**config.mk**
```make
export PLATFORM = sky130hd
export DESIGN_NAME = status_indicator_outputs
export DESIGN_NICKNAME = d
export VERILOG_FILES = /design/src/hdl/indicator_pkg.sv /design/src/hdl/indicator_if.sv /design/src/hdl/indicator_timer.sv /design/src/hdl/status_indicator_outputs.sv
export SDC_FILE = /design/constraint.sdc
export NUM_CORES = 1
export LEC_CHECK = 0
export BUFFER_PORTS_ARGS = -buffer_cell sky130_fd_sc_hd__buf_2
export CAP_MARGIN = 20
export CORE_MARGIN = 1
export CORE_UTILIZATION = 38
export DETAILED_ROUTE_END_ITERATION = 6
export SLEW_MARGIN = 10
export SYNTH_ARGS = -nofsm -noshare
export SYNTH_HDL_FRONTEND = slang
export SYNTH_SLANG_ARGS = --single-unit
```
**constraint.sdc**
```tcl
create_clock -name CLK_IN -period 2.85 [get_ports CLK_IN]
set_clock_uncertainty 0.2 [all_clocks]
set_input_delay 0.57 -clock CLK_IN [delete_from_list [all_inputs] [get_ports CLK_IN]]
set_output_delay 0.57 -clock CLK_IN [all_outputs]
set_load 0.02 [all_outputs]
```
**src/hdl/indicator_pkg.sv**
```systemverilog
// constants for the status indicator block
// assumes a 16-bit management register port with word-wide write strobes
`default_nettype none
package indicator_pkg;
  localparam logic [4:0] INDICATOR_CONTROL_ADDR = 5'h18;
  localparam logic [4:0] PHY_CONTROL_ADDR = 5'h19;
  // indicator control fields
  localparam int ACT_RX_ONLY_BIT = 8;
  localparam int FLASH_RATE_HI = 7;
  localparam int FLASH_RATE_LO = 6;
  localparam int OVR_EN_LINK_BIT = 5;
  localparam int OVR_EN_SPEED_BIT = 4;
  localparam int OVR_EN_ACT_BIT = 3;
  localparam int OVR_VAL_LINK_BIT = 2;
  localparam int OVR_VAL_SPEED_BIT = 1;
  localparam int OVR_VAL_ACT_BIT = 0;
  localparam logic [15:0] INDICATOR_CONTROL_RESET = 16'h0000;
  // phy control fields
  localparam int MODE_HI_BIT = 6;
  localparam int MODE_LO_BIT = 5;
  localparam logic [15:0] PHY_CONTROL_RESET = 16'h0020;
  localparam logic [15:0] PHY_CONTROL_WMASK = 16'h0060;
  localparam logic [15:0] INDICATOR_CONTROL_WMASK = 16'h01FF;
  // timing at 20 MHz
  localparam int CLK_PERIOD_NS = 50;
  localparam int STRETCH_MS = 50;
  localparam int STRETCH_CYCLES = (STRETCH_MS * 1000000) / CLK_PERIOD_NS;
  localparam int FLASH_BASE_MS = 50;
  localparam int FLASH_BASE_CYCLES = (FLASH_BASE_MS * 1000000) / CLK_PERIOD_NS;
  localparam int LINK_PULSES_NEEDED = 7;
  typedef enum logic [2:0]
  {
    MODE_ONE = 3'b001,
    MODE_TWO = 3'b010,
    MODE_THREE = 3'b100
  } mode_type;
endpackage
`default_nettype wire

```
**src/hdl/indicator_if.sv**
```systemverilog
// carries status between the timing helper and the top
// assumes one clock domain
`timescale 1ns/1ps
`default_nettype none
interface indicator_if;
  logic flash_tick;
  logic [1:0] flash_rate;
  logic act_event;
  logic act_stretched;
  modport timer (input flash_rate, input act_event, output flash_tick, output act_stretched);
  modport top (output flash_rate, output act_event, input flash_tick, input act_stretched);
endinterface
`default_nettype wire

```
**src/hdl/indicator_timer.sv**
```systemverilog
// flash tick divider and activity stretcher
// assumes synchronous active-high reset
`timescale 1ns/1ps
`default_nettype none
module indicator_timer
#(
  parameter int STRETCH = indicator_pkg::STRETCH_CYCLES,
  parameter int FLASH_BASE = indicator_pkg::FLASH_BASE_CYCLES
)
(
  input wire logic clk,
  input wire logic rst,
  indicator_if.timer bus
);
  import indicator_pkg::*;
  logic [31:0] div_r, div_nxt;
  logic [31:0] str_r, str_nxt;
  logic tick_r, tick_nxt;
  logic [31:0] limit;

  always_comb
  begin
    // base period scaled by 1, 2, 4 or 8
    limit = (FLASH_BASE << bus.flash_rate) - 1;
    tick_nxt = 1'b0;
    div_nxt = div_r + 32'h00000001;
    if (div_r >= limit)
    begin
      div_nxt = 32'h00000000;
      tick_nxt = 1'b1;
    end
    str_nxt = str_r;
    if (bus.act_event)
      str_nxt = STRETCH;
    else if (str_r != 32'h00000000)
      str_nxt = str_r - 32'h00000001;
  end

  always_ff @(posedge clk)
  begin
    if (rst)
    begin
      div_r <= 32'h00000000;
      str_r <= 32'h00000000;
      tick_r <= 1'b0;
    end
    else
    begin
      div_r <= div_nxt;
      str_r <= str_nxt;
      tick_r <= tick_nxt;
    end
  end

  assign bus.flash_tick = tick_r;
  assign bus.act_stretched = (str_r != 32'h00000000);
endmodule
`default_nettype wire

```
**src/hdl/status_indicator_outputs.sv**
```systemverilog
// status indicator outputs: link, speed and activity lamps
// assumes status inputs synchronous to CLK_IN; straps valid while reset is held
//
// Notes on behaviour
// - three outputs: link, speed and activity, function set by mode.
// - mode is the two-bit field at bits 6:5 of phy control 19h.
// - upper mode bit only set by register write, never by strap.
// - low bit set is mode 1; 00 is mode 2; 10 is mode 3.
// - mode 1 link output on for good link, off without link.
// - 100 Mb/s link declared from signal detect indication.
// - 10 Mb/s link after seven consecutive link pulses or a valid packet.
// - link drops on loss timer, or about 1.3 us with fast loss enabled.
// - modes 2 and 3: link steady on when good, blinks with activity.
// - blink rate from bits 7:6 of indicator control 18h.
// - bit 8 of 18h: 0 transmit or receive activity, 1 receive only.
// - speed output high at 100 Mb/s, low at 10 Mb/s, any mode.
// - mode 1 activity output on during transmit or receive activity.
// - mode 2 activity output shows collision.
// - mode 3 activity output on for full duplex, off for half.
// - 10 Mb/s half duplex collision comes from the MII COL signal.
// - strap low gives active-high output, strap high gives active-low.
// - software may drive any indicator output directly through 18h.
// - reading 18h does not return the actual output levels.
`timescale 1ns/1ps
`default_nettype none
module status_indicator_outputs
#(
  parameter int STRETCH = indicator_pkg::STRETCH_CYCLES,
  parameter int FLASH_BASE = indicator_pkg::FLASH_BASE_CYCLES
)
(
  // clock and reset
  input wire logic CLK_IN,
  input wire logic SYS_RST_IN,
  // management register port
  input wire logic [4:0] REG_ADDR_IN,
  input wire logic [15:0] REG_WDATA_IN,
  input wire logic REG_WRITE_IN,
  output logic [15:0] REG_RDATA_OUT,
  // line status
  input wire logic SPEED_100_IN,
  input wire logic FULL_DUPLEX_IN,
  input wire logic SIGNAL_DETECT_IN,
  input wire logic LINK_PULSE_IN,
  input wire logic LINK_PULSE_LOST_IN,
  input wire logic VALID_PACKET_10_IN,
  input wire logic LINK_LOSS_TIMER_IN,
  input wire logic FAST_LOSS_ENABLE_IN,
  input wire logic TX_ACTIVE_IN,
  input wire logic RX_ACTIVE_IN,
  input wire logic COL_IN,
  // strap levels on the indicator pins
  input wire logic [2:0] NEGOTIATION_STRAP_IN,
  // indicator pins: link, speed, activity
  output logic LINK_INDICATOR_OUT,
  output logic SPEED_INDICATOR_OUT,
  output logic ACTIVITY_INDICATOR_OUT
);
  import indicator_pkg::*;

  // ----------------------------------------
  // register file
  // ----------------------------------------
  logic [15:0] ictl_r, ictl_nxt;
  logic [15:0] pctl_r, pctl_nxt;
  logic [15:0] rdata_r, rdata_nxt;
  logic [2:0] pol_r, pol_nxt;
  logic rst_d_r;
  mode_type mode;

  always_comb
  begin
    ictl_nxt = ictl_r;
    pctl_nxt = pctl_r;
    if (REG_WRITE_IN && REG_ADDR_IN == INDICATOR_CONTROL_ADDR)
      ictl_nxt = REG_WDATA_IN & INDICATOR_CONTROL_WMASK;
    if (REG_WRITE_IN && REG_ADDR_IN == PHY_CONTROL_ADDR)
      pctl_nxt = REG_WDATA_IN & PHY_CONTROL_WMASK;
    // register contents only, never the pin levels
    case (REG_ADDR_IN)
      INDICATOR_CONTROL_ADDR: rdata_nxt = ictl_r;
      PHY_CONTROL_ADDR: rdata_nxt = pctl_r;
      default: rdata_nxt = 16'h0000;
    endcase
    // strap captured while the delayed reset rst_d_r is high, up to one cycle after reset release
    pol_nxt = pol_r;
    if (rst_d_r)
      pol_nxt = NEGOTIATION_STRAP_IN;
  end

  always_ff @(posedge CLK_IN)
  begin
    rst_d_r <= SYS_RST_IN;
    pol_r <= pol_nxt;
    if (SYS_RST_IN)
    begin
      ictl_r <= INDICATOR_CONTROL_RESET;
      pctl_r <= PHY_CONTROL_RESET;
      rdata_r <= 16'h0000;
    end
    else
    begin
      ictl_r <= ictl_nxt;
      pctl_r <= pctl_nxt;
      rdata_r <= rdata_nxt;
    end
  end

  always_comb
  begin
    if (pctl_r[MODE_LO_BIT])
      mode = MODE_ONE;
    else if (pctl_r[MODE_HI_BIT])
      mode = MODE_THREE;
    else
      mode = MODE_TWO;
  end

  // ----------------------------------------
  // link detection
  // ----------------------------------------
  logic [2:0] pulse_cnt_r, pulse_cnt_nxt;
  logic link10_r, link10_nxt;
  logic link_good;

  always_comb
  begin
    pulse_cnt_nxt = pulse_cnt_r;
    link10_nxt = link10_r;
    if (SPEED_100_IN || LINK_PULSE_LOST_IN)
      pulse_cnt_nxt = 3'h0;
    else if (LINK_PULSE_IN && pulse_cnt_r != 3'(LINK_PULSES_NEEDED))
      pulse_cnt_nxt = pulse_cnt_r + 3'h1;
    if (SPEED_100_IN || LINK_LOSS_TIMER_IN)
      link10_nxt = 1'b0;
    if (!SPEED_100_IN && (VALID_PACKET_10_IN ||
        (LINK_PULSE_IN && pulse_cnt_r == 3'(LINK_PULSES_NEEDED - 1))))
      link10_nxt = 1'b1;
  end

  always_ff @(posedge CLK_IN)
  begin
    if (SYS_RST_IN)
    begin
      pulse_cnt_r <= 3'h0;
      link10_r <= 1'b0;
    end
    else
    begin
      pulse_cnt_r <= pulse_cnt_nxt;
      link10_r <= link10_nxt;
    end
  end

  // 100 Mb/s: signal detect; its loss timing (standard or fast) lives in the
  // receiver, selected there by FAST_LOSS_ENABLE_IN
  assign link_good = SPEED_100_IN ? SIGNAL_DETECT_IN : link10_r;

  // ----------------------------------------
  // activity, blink and output
  // ----------------------------------------
  indicator_if tif();
  indicator_timer #(.STRETCH(STRETCH), .FLASH_BASE(FLASH_BASE)) timer_u
  (
    .clk(CLK_IN),
    .rst(SYS_RST_IN),
    .bus(tif.timer)
  );

  logic act_raw;
  assign act_raw = ictl_r[ACT_RX_ONLY_BIT] ? RX_ACTIVE_IN
                                           : (RX_ACTIVE_IN | TX_ACTIVE_IN);
  assign tif.act_event = act_raw;
  assign tif.flash_rate = ictl_r[FLASH_RATE_HI:FLASH_RATE_LO];

  logic blink_r, blink_nxt;
  logic [2:0] pins_r, pins_nxt;
  logic [2:0] state;
  logic collision;

  // collision only meaningful in half duplex; 10 Mb/s half duplex uses COL
  assign collision = COL_IN & ~FULL_DUPLEX_IN;

  always_comb
  begin
    blink_nxt = blink_r;
    if (tif.flash_tick)
      blink_nxt = ~blink_r;
    state[1] = SPEED_100_IN;
    case (mode)
      MODE_ONE:
      begin
        state[2] = link_good;
        state[0] = tif.act_stretched;
      end
      MODE_TWO:
      begin
        state[2] = link_good & ~(tif.act_stretched & blink_r);
        state[0] = collision;
      end
      MODE_THREE:
      begin
        state[2] = link_good & ~(tif.act_stretched & blink_r);
        state[0] = FULL_DUPLEX_IN;
      end
      default:
      begin
        state[2] = 1'b0;
        state[0] = 1'b0;
      end
    endcase
    if (ictl_r[OVR_EN_LINK_BIT])
      state[2] = ictl_r[OVR_VAL_LINK_BIT];
    if (ictl_r[OVR_EN_SPEED_BIT])
      state[1] = ictl_r[OVR_VAL_SPEED_BIT];
    if (ictl_r[OVR_EN_ACT_BIT])
      state[0] = ictl_r[OVR_VAL_ACT_BIT];
    pins_nxt = state ^ pol_r;
  end

  always_ff @(posedge CLK_IN)
  begin
    if (SYS_RST_IN)
    begin
      blink_r <= 1'b0;
      pins_r <= 3'h0;
    end
    else
    begin
      blink_r <= blink_nxt;
      pins_r <= pins_nxt;
    end
  end

  assign REG_RDATA_OUT = rdata_r;
  assign LINK_INDICATOR_OUT = pins_r[2];
  assign SPEED_INDICATOR_OUT = pins_r[1];
  assign ACTIVITY_INDICATOR_OUT = pins_r[0];

  // ----------------------------------------
  // checks
  // ----------------------------------------
  // pins show the state of the cycle before, through the sampled polarity
  speed_follow_a: assert property (@(posedge CLK_IN) disable iff (SYS_RST_IN)
    !ictl_r[OVR_EN_SPEED_BIT] |=>
      (SPEED_INDICATOR_OUT == ($past(SPEED_100_IN) ^ pol_r[1])))
    else $error("speed output does not follow rate");
  mode1_link_a: assert property (@(posedge CLK_IN) disable iff (SYS_RST_IN)
    (mode == MODE_ONE && !ictl_r[OVR_EN_LINK_BIT]) |=>
      (LINK_INDICATOR_OUT == ($past(link_good) ^ pol_r[2])))
    else $error("mode 1 link output wrong");
  detect_link_a: assert property (@(posedge CLK_IN) disable iff (SYS_RST_IN)
    (SPEED_100_IN && mode == MODE_ONE && !ictl_r[OVR_EN_LINK_BIT]) |=>
      (LINK_INDICATOR_OUT == ($past(SIGNAL_DETECT_IN) ^ pol_r[2])))
    else $error("signal detect not shown as link");
  steady_link_a: assert property (@(posedge CLK_IN) disable iff (SYS_RST_IN)
    (mode != MODE_ONE && !ictl_r[OVR_EN_LINK_BIT] && !tif.act_stretched) |=>
      (LINK_INDICATOR_OUT == ($past(link_good) ^ pol_r[2])))
    else $error("link not steady without activity");
  link_blank_a: assert property (@(posedge CLK_IN) disable iff (SYS_RST_IN)
    (mode != MODE_ONE && !ictl_r[OVR_EN_LINK_BIT] && tif.act_stretched && blink_r) |=>
      (LINK_INDICATOR_OUT == pol_r[2]))
    else $error("link not blanked in blink phase");
  act_show_a: assert property (@(posedge CLK_IN) disable iff (SYS_RST_IN)
    (mode == MODE_ONE && !ictl_r[OVR_EN_ACT_BIT]) |=>
      (ACTIVITY_INDICATOR_OUT == ($past(tif.act_stretched) ^ pol_r[0])))
    else $error("activity not shown in mode 1");
  collision_show_a: assert property (@(posedge CLK_IN) disable iff (SYS_RST_IN)
    (mode == MODE_TWO && !ictl_r[OVR_EN_ACT_BIT]) |=>
      (ACTIVITY_INDICATOR_OUT == (($past(COL_IN) & ~$past(FULL_DUPLEX_IN)) ^ pol_r[0])))
    else $error("collision not shown in mode 2");
  duplex_show_a: assert property (@(posedge CLK_IN) disable iff (SYS_RST_IN)
    (mode == MODE_THREE && !ictl_r[OVR_EN_ACT_BIT]) |=>
      (ACTIVITY_INDICATOR_OUT == ($past(FULL_DUPLEX_IN) ^ pol_r[0])))
    else $error("duplex not shown");
  override_a: assert property (@(posedge CLK_IN) disable iff (SYS_RST_IN)
    ictl_r[OVR_EN_LINK_BIT] |=>
      (LINK_INDICATOR_OUT == ($past(ictl_r[OVR_VAL_LINK_BIT]) ^ pol_r[2])))
    else $error("link override ignored");
  // register side
  mode_decode_a: assert property (@(posedge CLK_IN) disable iff (SYS_RST_IN)
    pctl_r[MODE_LO_BIT] |-> mode == MODE_ONE)
    else $error("mode decode wrong");
  phy_write_a: assert property (@(posedge CLK_IN) disable iff (SYS_RST_IN)
    (REG_WRITE_IN && REG_ADDR_IN == PHY_CONTROL_ADDR) |=>
      (pctl_r == ($past(REG_WDATA_IN) & PHY_CONTROL_WMASK)))
    else $error("phy control write not taken");
  read_back_a: assert property (@(posedge CLK_IN) disable iff (SYS_RST_IN)
    (REG_ADDR_IN == INDICATOR_CONTROL_ADDR) |=> (REG_RDATA_OUT == $past(ictl_r)))
    else $error("indicator control read not register contents");
  rx_only_a: assert property (@(posedge CLK_IN) disable iff (SYS_RST_IN)
    (ictl_r[ACT_RX_ONLY_BIT] && TX_ACTIVE_IN && !RX_ACTIVE_IN) |-> !tif.act_event)
    else $error("transmit counted in receive-only");
  // link, strap and activity stretch state
  link10_set_a: assert property (@(posedge CLK_IN) disable iff (SYS_RST_IN)
    (!SPEED_100_IN && VALID_PACKET_10_IN) |=> link10_r)
    else $error("valid packet did not raise link");
  link10_drop_a: assert property (@(posedge CLK_IN) disable iff (SYS_RST_IN)
    (SPEED_100_IN || (LINK_LOSS_TIMER_IN && !VALID_PACKET_10_IN && !LINK_PULSE_IN)) |=>
      !link10_r)
    else $error("10 Mb/s link not dropped");
  strap_take_a: assert property (@(posedge CLK_IN) disable iff (SYS_RST_IN)
    (rst_d_r && !SYS_RST_IN) |=> (pol_r == $past(NEGOTIATION_STRAP_IN)))
    else $error("strap level not captured at reset");
  strap_hold_a: assert property (@(posedge CLK_IN)
    (!rst_d_r && !SYS_RST_IN) |=> $stable(pol_r))
    else $error("polarity changed outside reset");
  stretch_a: assert property (@(posedge CLK_IN) disable iff (SYS_RST_IN)
    act_raw |=> tif.act_stretched[*2])
    else $error("activity not stretched");
endmodule
`default_nettype wire

```
==> impl_metrics.json <==
{
  "startpoint_type": "flop",
  "place_congestion": 0.8123,
  "cp.arrival_ns": 2.84,
  "clkPwrFrac_pct": 42.6,
  "ys_seq_elements": 97,
  "r2r_slack_ns": 0.08,
  "critPathMaxFanout": 6,
  "rr_endpoint": "timer_u.div_r[6]$_SDFF_PP0_",
  "fmax_ghz": 0.3607,
  "hold_path.class": "primary input to flop",
  "cp-startpoint": "ictl_r[6]$_SDFFE_PP0P_",
  "hold_viol": 0,
  "mostFrequentLayoutCell": "dfxtp_1",
  "grt_pass1_vias": 3780,
  "setup_violations": 0,
  "drtIter0Drc": 173,
  "start_util_pct": 39.40,
  "synth_top_area_share_pct": 37.39,
  "drv_cap": 0,
  "vias_per_cell": 5.242,
  "ant_nets": 0,
  "areaGrowthSynthToFinish_pct": 16.91,
  "clk_path_buf_depth": 2,
  "routed_wl_um": 11170,
  "syn_area_sq_um": 5032,
  "syn_inst": 555,
  "pwr-share-seq_pct": 48.7,
  "drc": 0,
  "status": "finished clean",
  "die_area_sq_um": 13710,
  "finalSetupTns_ns": 0,
  "grt.overflow.total": 0,
  "fp-row-count": 41,
  "dp_cells": 770,
  "cts_made_buffers": 9,
  "avgSynthCellArea_sq_um": 9.067,
  "grt_max_degree": 38,
  "dpl.hpwl_um": 7942,
  "num_antenna_cells": 0,
  "worst_pin_slew_ns": 0.6284,
  "grt_use_total_pct": 16.90,
  "io_buffers": 41,
  "clk-insertion-delay-late_ns": 0.35,
  "ys_top_cells_by_area": "dfxtp_1 (37%), ha_1 (9.2%), xnor2_1 (5.0%)",
  "drtPass1Iterations": 4,
  "die_x_um": 117.1,
  "p_per_area_nw_per_um2": 494.9,
  "drive_gt1_share_pct": 17.64,
  "worstSetupEndpointType": "flop",
  "die_h_um": 117.1,
  "cts_tree": "built",
  "final_nets": 688,
  "synth_ff_type": "dfxtp_1",
  "p_leak_uw": 0.002337,
  "rsz0062_at_grt": "yes",
  "p_sw_uw": 733.4,
  "cts_sinks": 97,
  "drv_slew": 0,
  "required_ns": 2.92,
  "crit_end": "timer_u.div_r[6]$_SDFF_PP0_",
  "fin_crit_sh_pct": 97.27,
  "htree_levels": 3,
  "internal_power_uw": 2178,
  "p_comb_share_pct": 8.7,
  "synth.distinct_cells": 55,
  "cts-root-buf": "clkbuf_16",
  "synth-edff-count": 3,
  "wl_per_cell_um": 14.13,
  "p_sw_share_pct": 25.19,
  "ff2ff_path_depth": 12,
  "antenna_found_initial": 0,
  "period_needed_ns": 2.772,
  "io_pins": 57,
  "crit_type": "flop to flop",
  "grt_pass1_wl_um": 18130,
  "relSlewSlack_pct": 57.98,
  "yosys.area.top_type": "dfxtp_1",
  "seq_area_frac_synth_pct": 39.18,
  "yosysWarnings": 0,
  "path_clk_slew_ns": 0.07,
  "core_area_sq_um": 12770,
  "reg2reg_from": "ictl_r[6]$_SDFFE_PP0P_",
  "ir_worst_vdd_uv": 344.4,
  "num_vias": 4141,
  "finalNonFillerCells": 790,
  "synthArstFlopShare_pct": 0,
  "most-common-layout-cells": "dfxtp_1 (93), nor2_1 (47), buf_2 (41)"
}
[how the worst min path moves through the flow]
stage	start	end	slack, ns	cells after the start
final	NEGOTIATION_STRAP_IN[1]	pol_r[1]$_DFFE_PP_	0.19	1
after global routing	NEGOTIATION_STRAP_IN[1]	pol_r[1]$_DFFE_PP_	0.19	1
after CTS	NEGOTIATION_STRAP_IN[0]	pol_r[0]$_DFFE_PP_	0.19	1
after detailed placement	ictl_r[0]$_SDFFE_PP0P_	REG_RDATA_OUT[0]$_SDFF_PP0_	0.26	2
after global placement	ictl_r[0]$_SDFFE_PP0P_	REG_RDATA_OUT[0]$_SDFF_PP0_	0.26	2
after floorplan	ictl_r[8]$_SDFFE_PP0P_	REG_RDATA_OUT[8]$_SDFF_PP0_	0.24	2
[power by group through the flow]
stage	registers (uW)	clock network, uW	logic, uW
finish	1420	1240	252
global route	1420	1320	283
floorplan	1450	0	185
CTS	1420	1270	251
detailed placement	1450	0	250
global placement	1450	0	244
[kinds of logic (layout without fill, tap and decap cells)]
kind of cell	count (synthesis)	count (layout)	synth area share, %
AOI/OAI and AO/OA	72	72	9.050
adders and majority gates	37	37	9.199
buffers and inverters	48	98	4.401
muxes	17	17	3.381
and+or+nand+nor	232	232	25.93
xor gates and xnor gates	50	50	8.702
DFF	97	97	39.18
other	2	15	0.1492
[state kept, by name, summed over array words and instances, names as in the netlist]
register,flops
timer_u.div_r,32
timer_u.str_r,32
REG_RDATA_OUT,9
ictl_r,9
pins_r,3
pol_r,3
pulse_cnt_r,3
pctl_r,2
blink_r,1
link10_r,1
rst_d_r,1
timer_u.bus.flash_tick,1
[through the flow]
step	cell area, sq um	utilization [%]	setup WS [ns]	total power, uW	hold slack [ns]
after detailed placement	5487	42.95	0.02607	1698	0.2649
after global routing	5883	46.06	-0.02949	3021	0.1884
after global placement	5487	42.95	0.1437	1691	0.2579
final	5883	46.06	0.07788	2911	0.1949
after CTS	5789	45.32	0.05270	2938	0.1878
after floorplan	5081	-	0.2180	1632	0.2383
[area by class of cell]
cell class,count,area (sq um)
Inverter,19,71.32
Clock buffer,9,225.2
Clock inverter,7,76.32
Fill cell,1216,6890
Sequential cell,97,1973
Multi-Input combinational cell,423,2944
Timing Repair Buffer,63,377.9
Tap cell,172,215.2
[worst max-delay path, stage by stage, from the launching register on]
cell      delay [ns]
dfxtp_1         0.31
buf_4           0.15
ha_1            0.19
inv_1           0.13
nor2_1          0.07
ha_1            0.29
and2_0          0.18
a221o_1         0.31
a211oi_2        0.23
o211ai_1        0.11
buf_4           0.17
buf_4           0.16
nor3_1          0.18
[layer usage]
layer / GRT usage (%) / vias up / part of all wire, %
met4: 4.726 / 0 / 0.63
met5: 0 / - / 0
met1: 23.08 / 1970 / 50
li1: - / 2103 / -
met2: 26.67 / 64 / 46
met3: 3.965 / 4 / 3.0
[cells in the mapped netlist (all sizes together) (9+ instances only)]
cell and n:
o211ai 9, mux2i 17, a21oi 26, nand4 17, clkbuf 14, nand3 21, nand2 23, nor3 45
buf 15, o21ai 13, inv 19, xnor2 29, nor4 20, xor2 21, or3 10, nor2 47
nor2b 9, dfxtp 94, ha 37
[what timing repair did]
| item | in CTS | in global routing |
|---|---|---|
| hold buffers | 0 | 0 |
| pin swaps | 0 | 1 |
| setup endpoints to repair | 13 | 33 |
| gates resized for setup | 1 | 20 |
| cloned | 0 | 2 |
| buffers inserted | 0 | 2 |
Note: power is estimated with default switching activity, not from simulation.
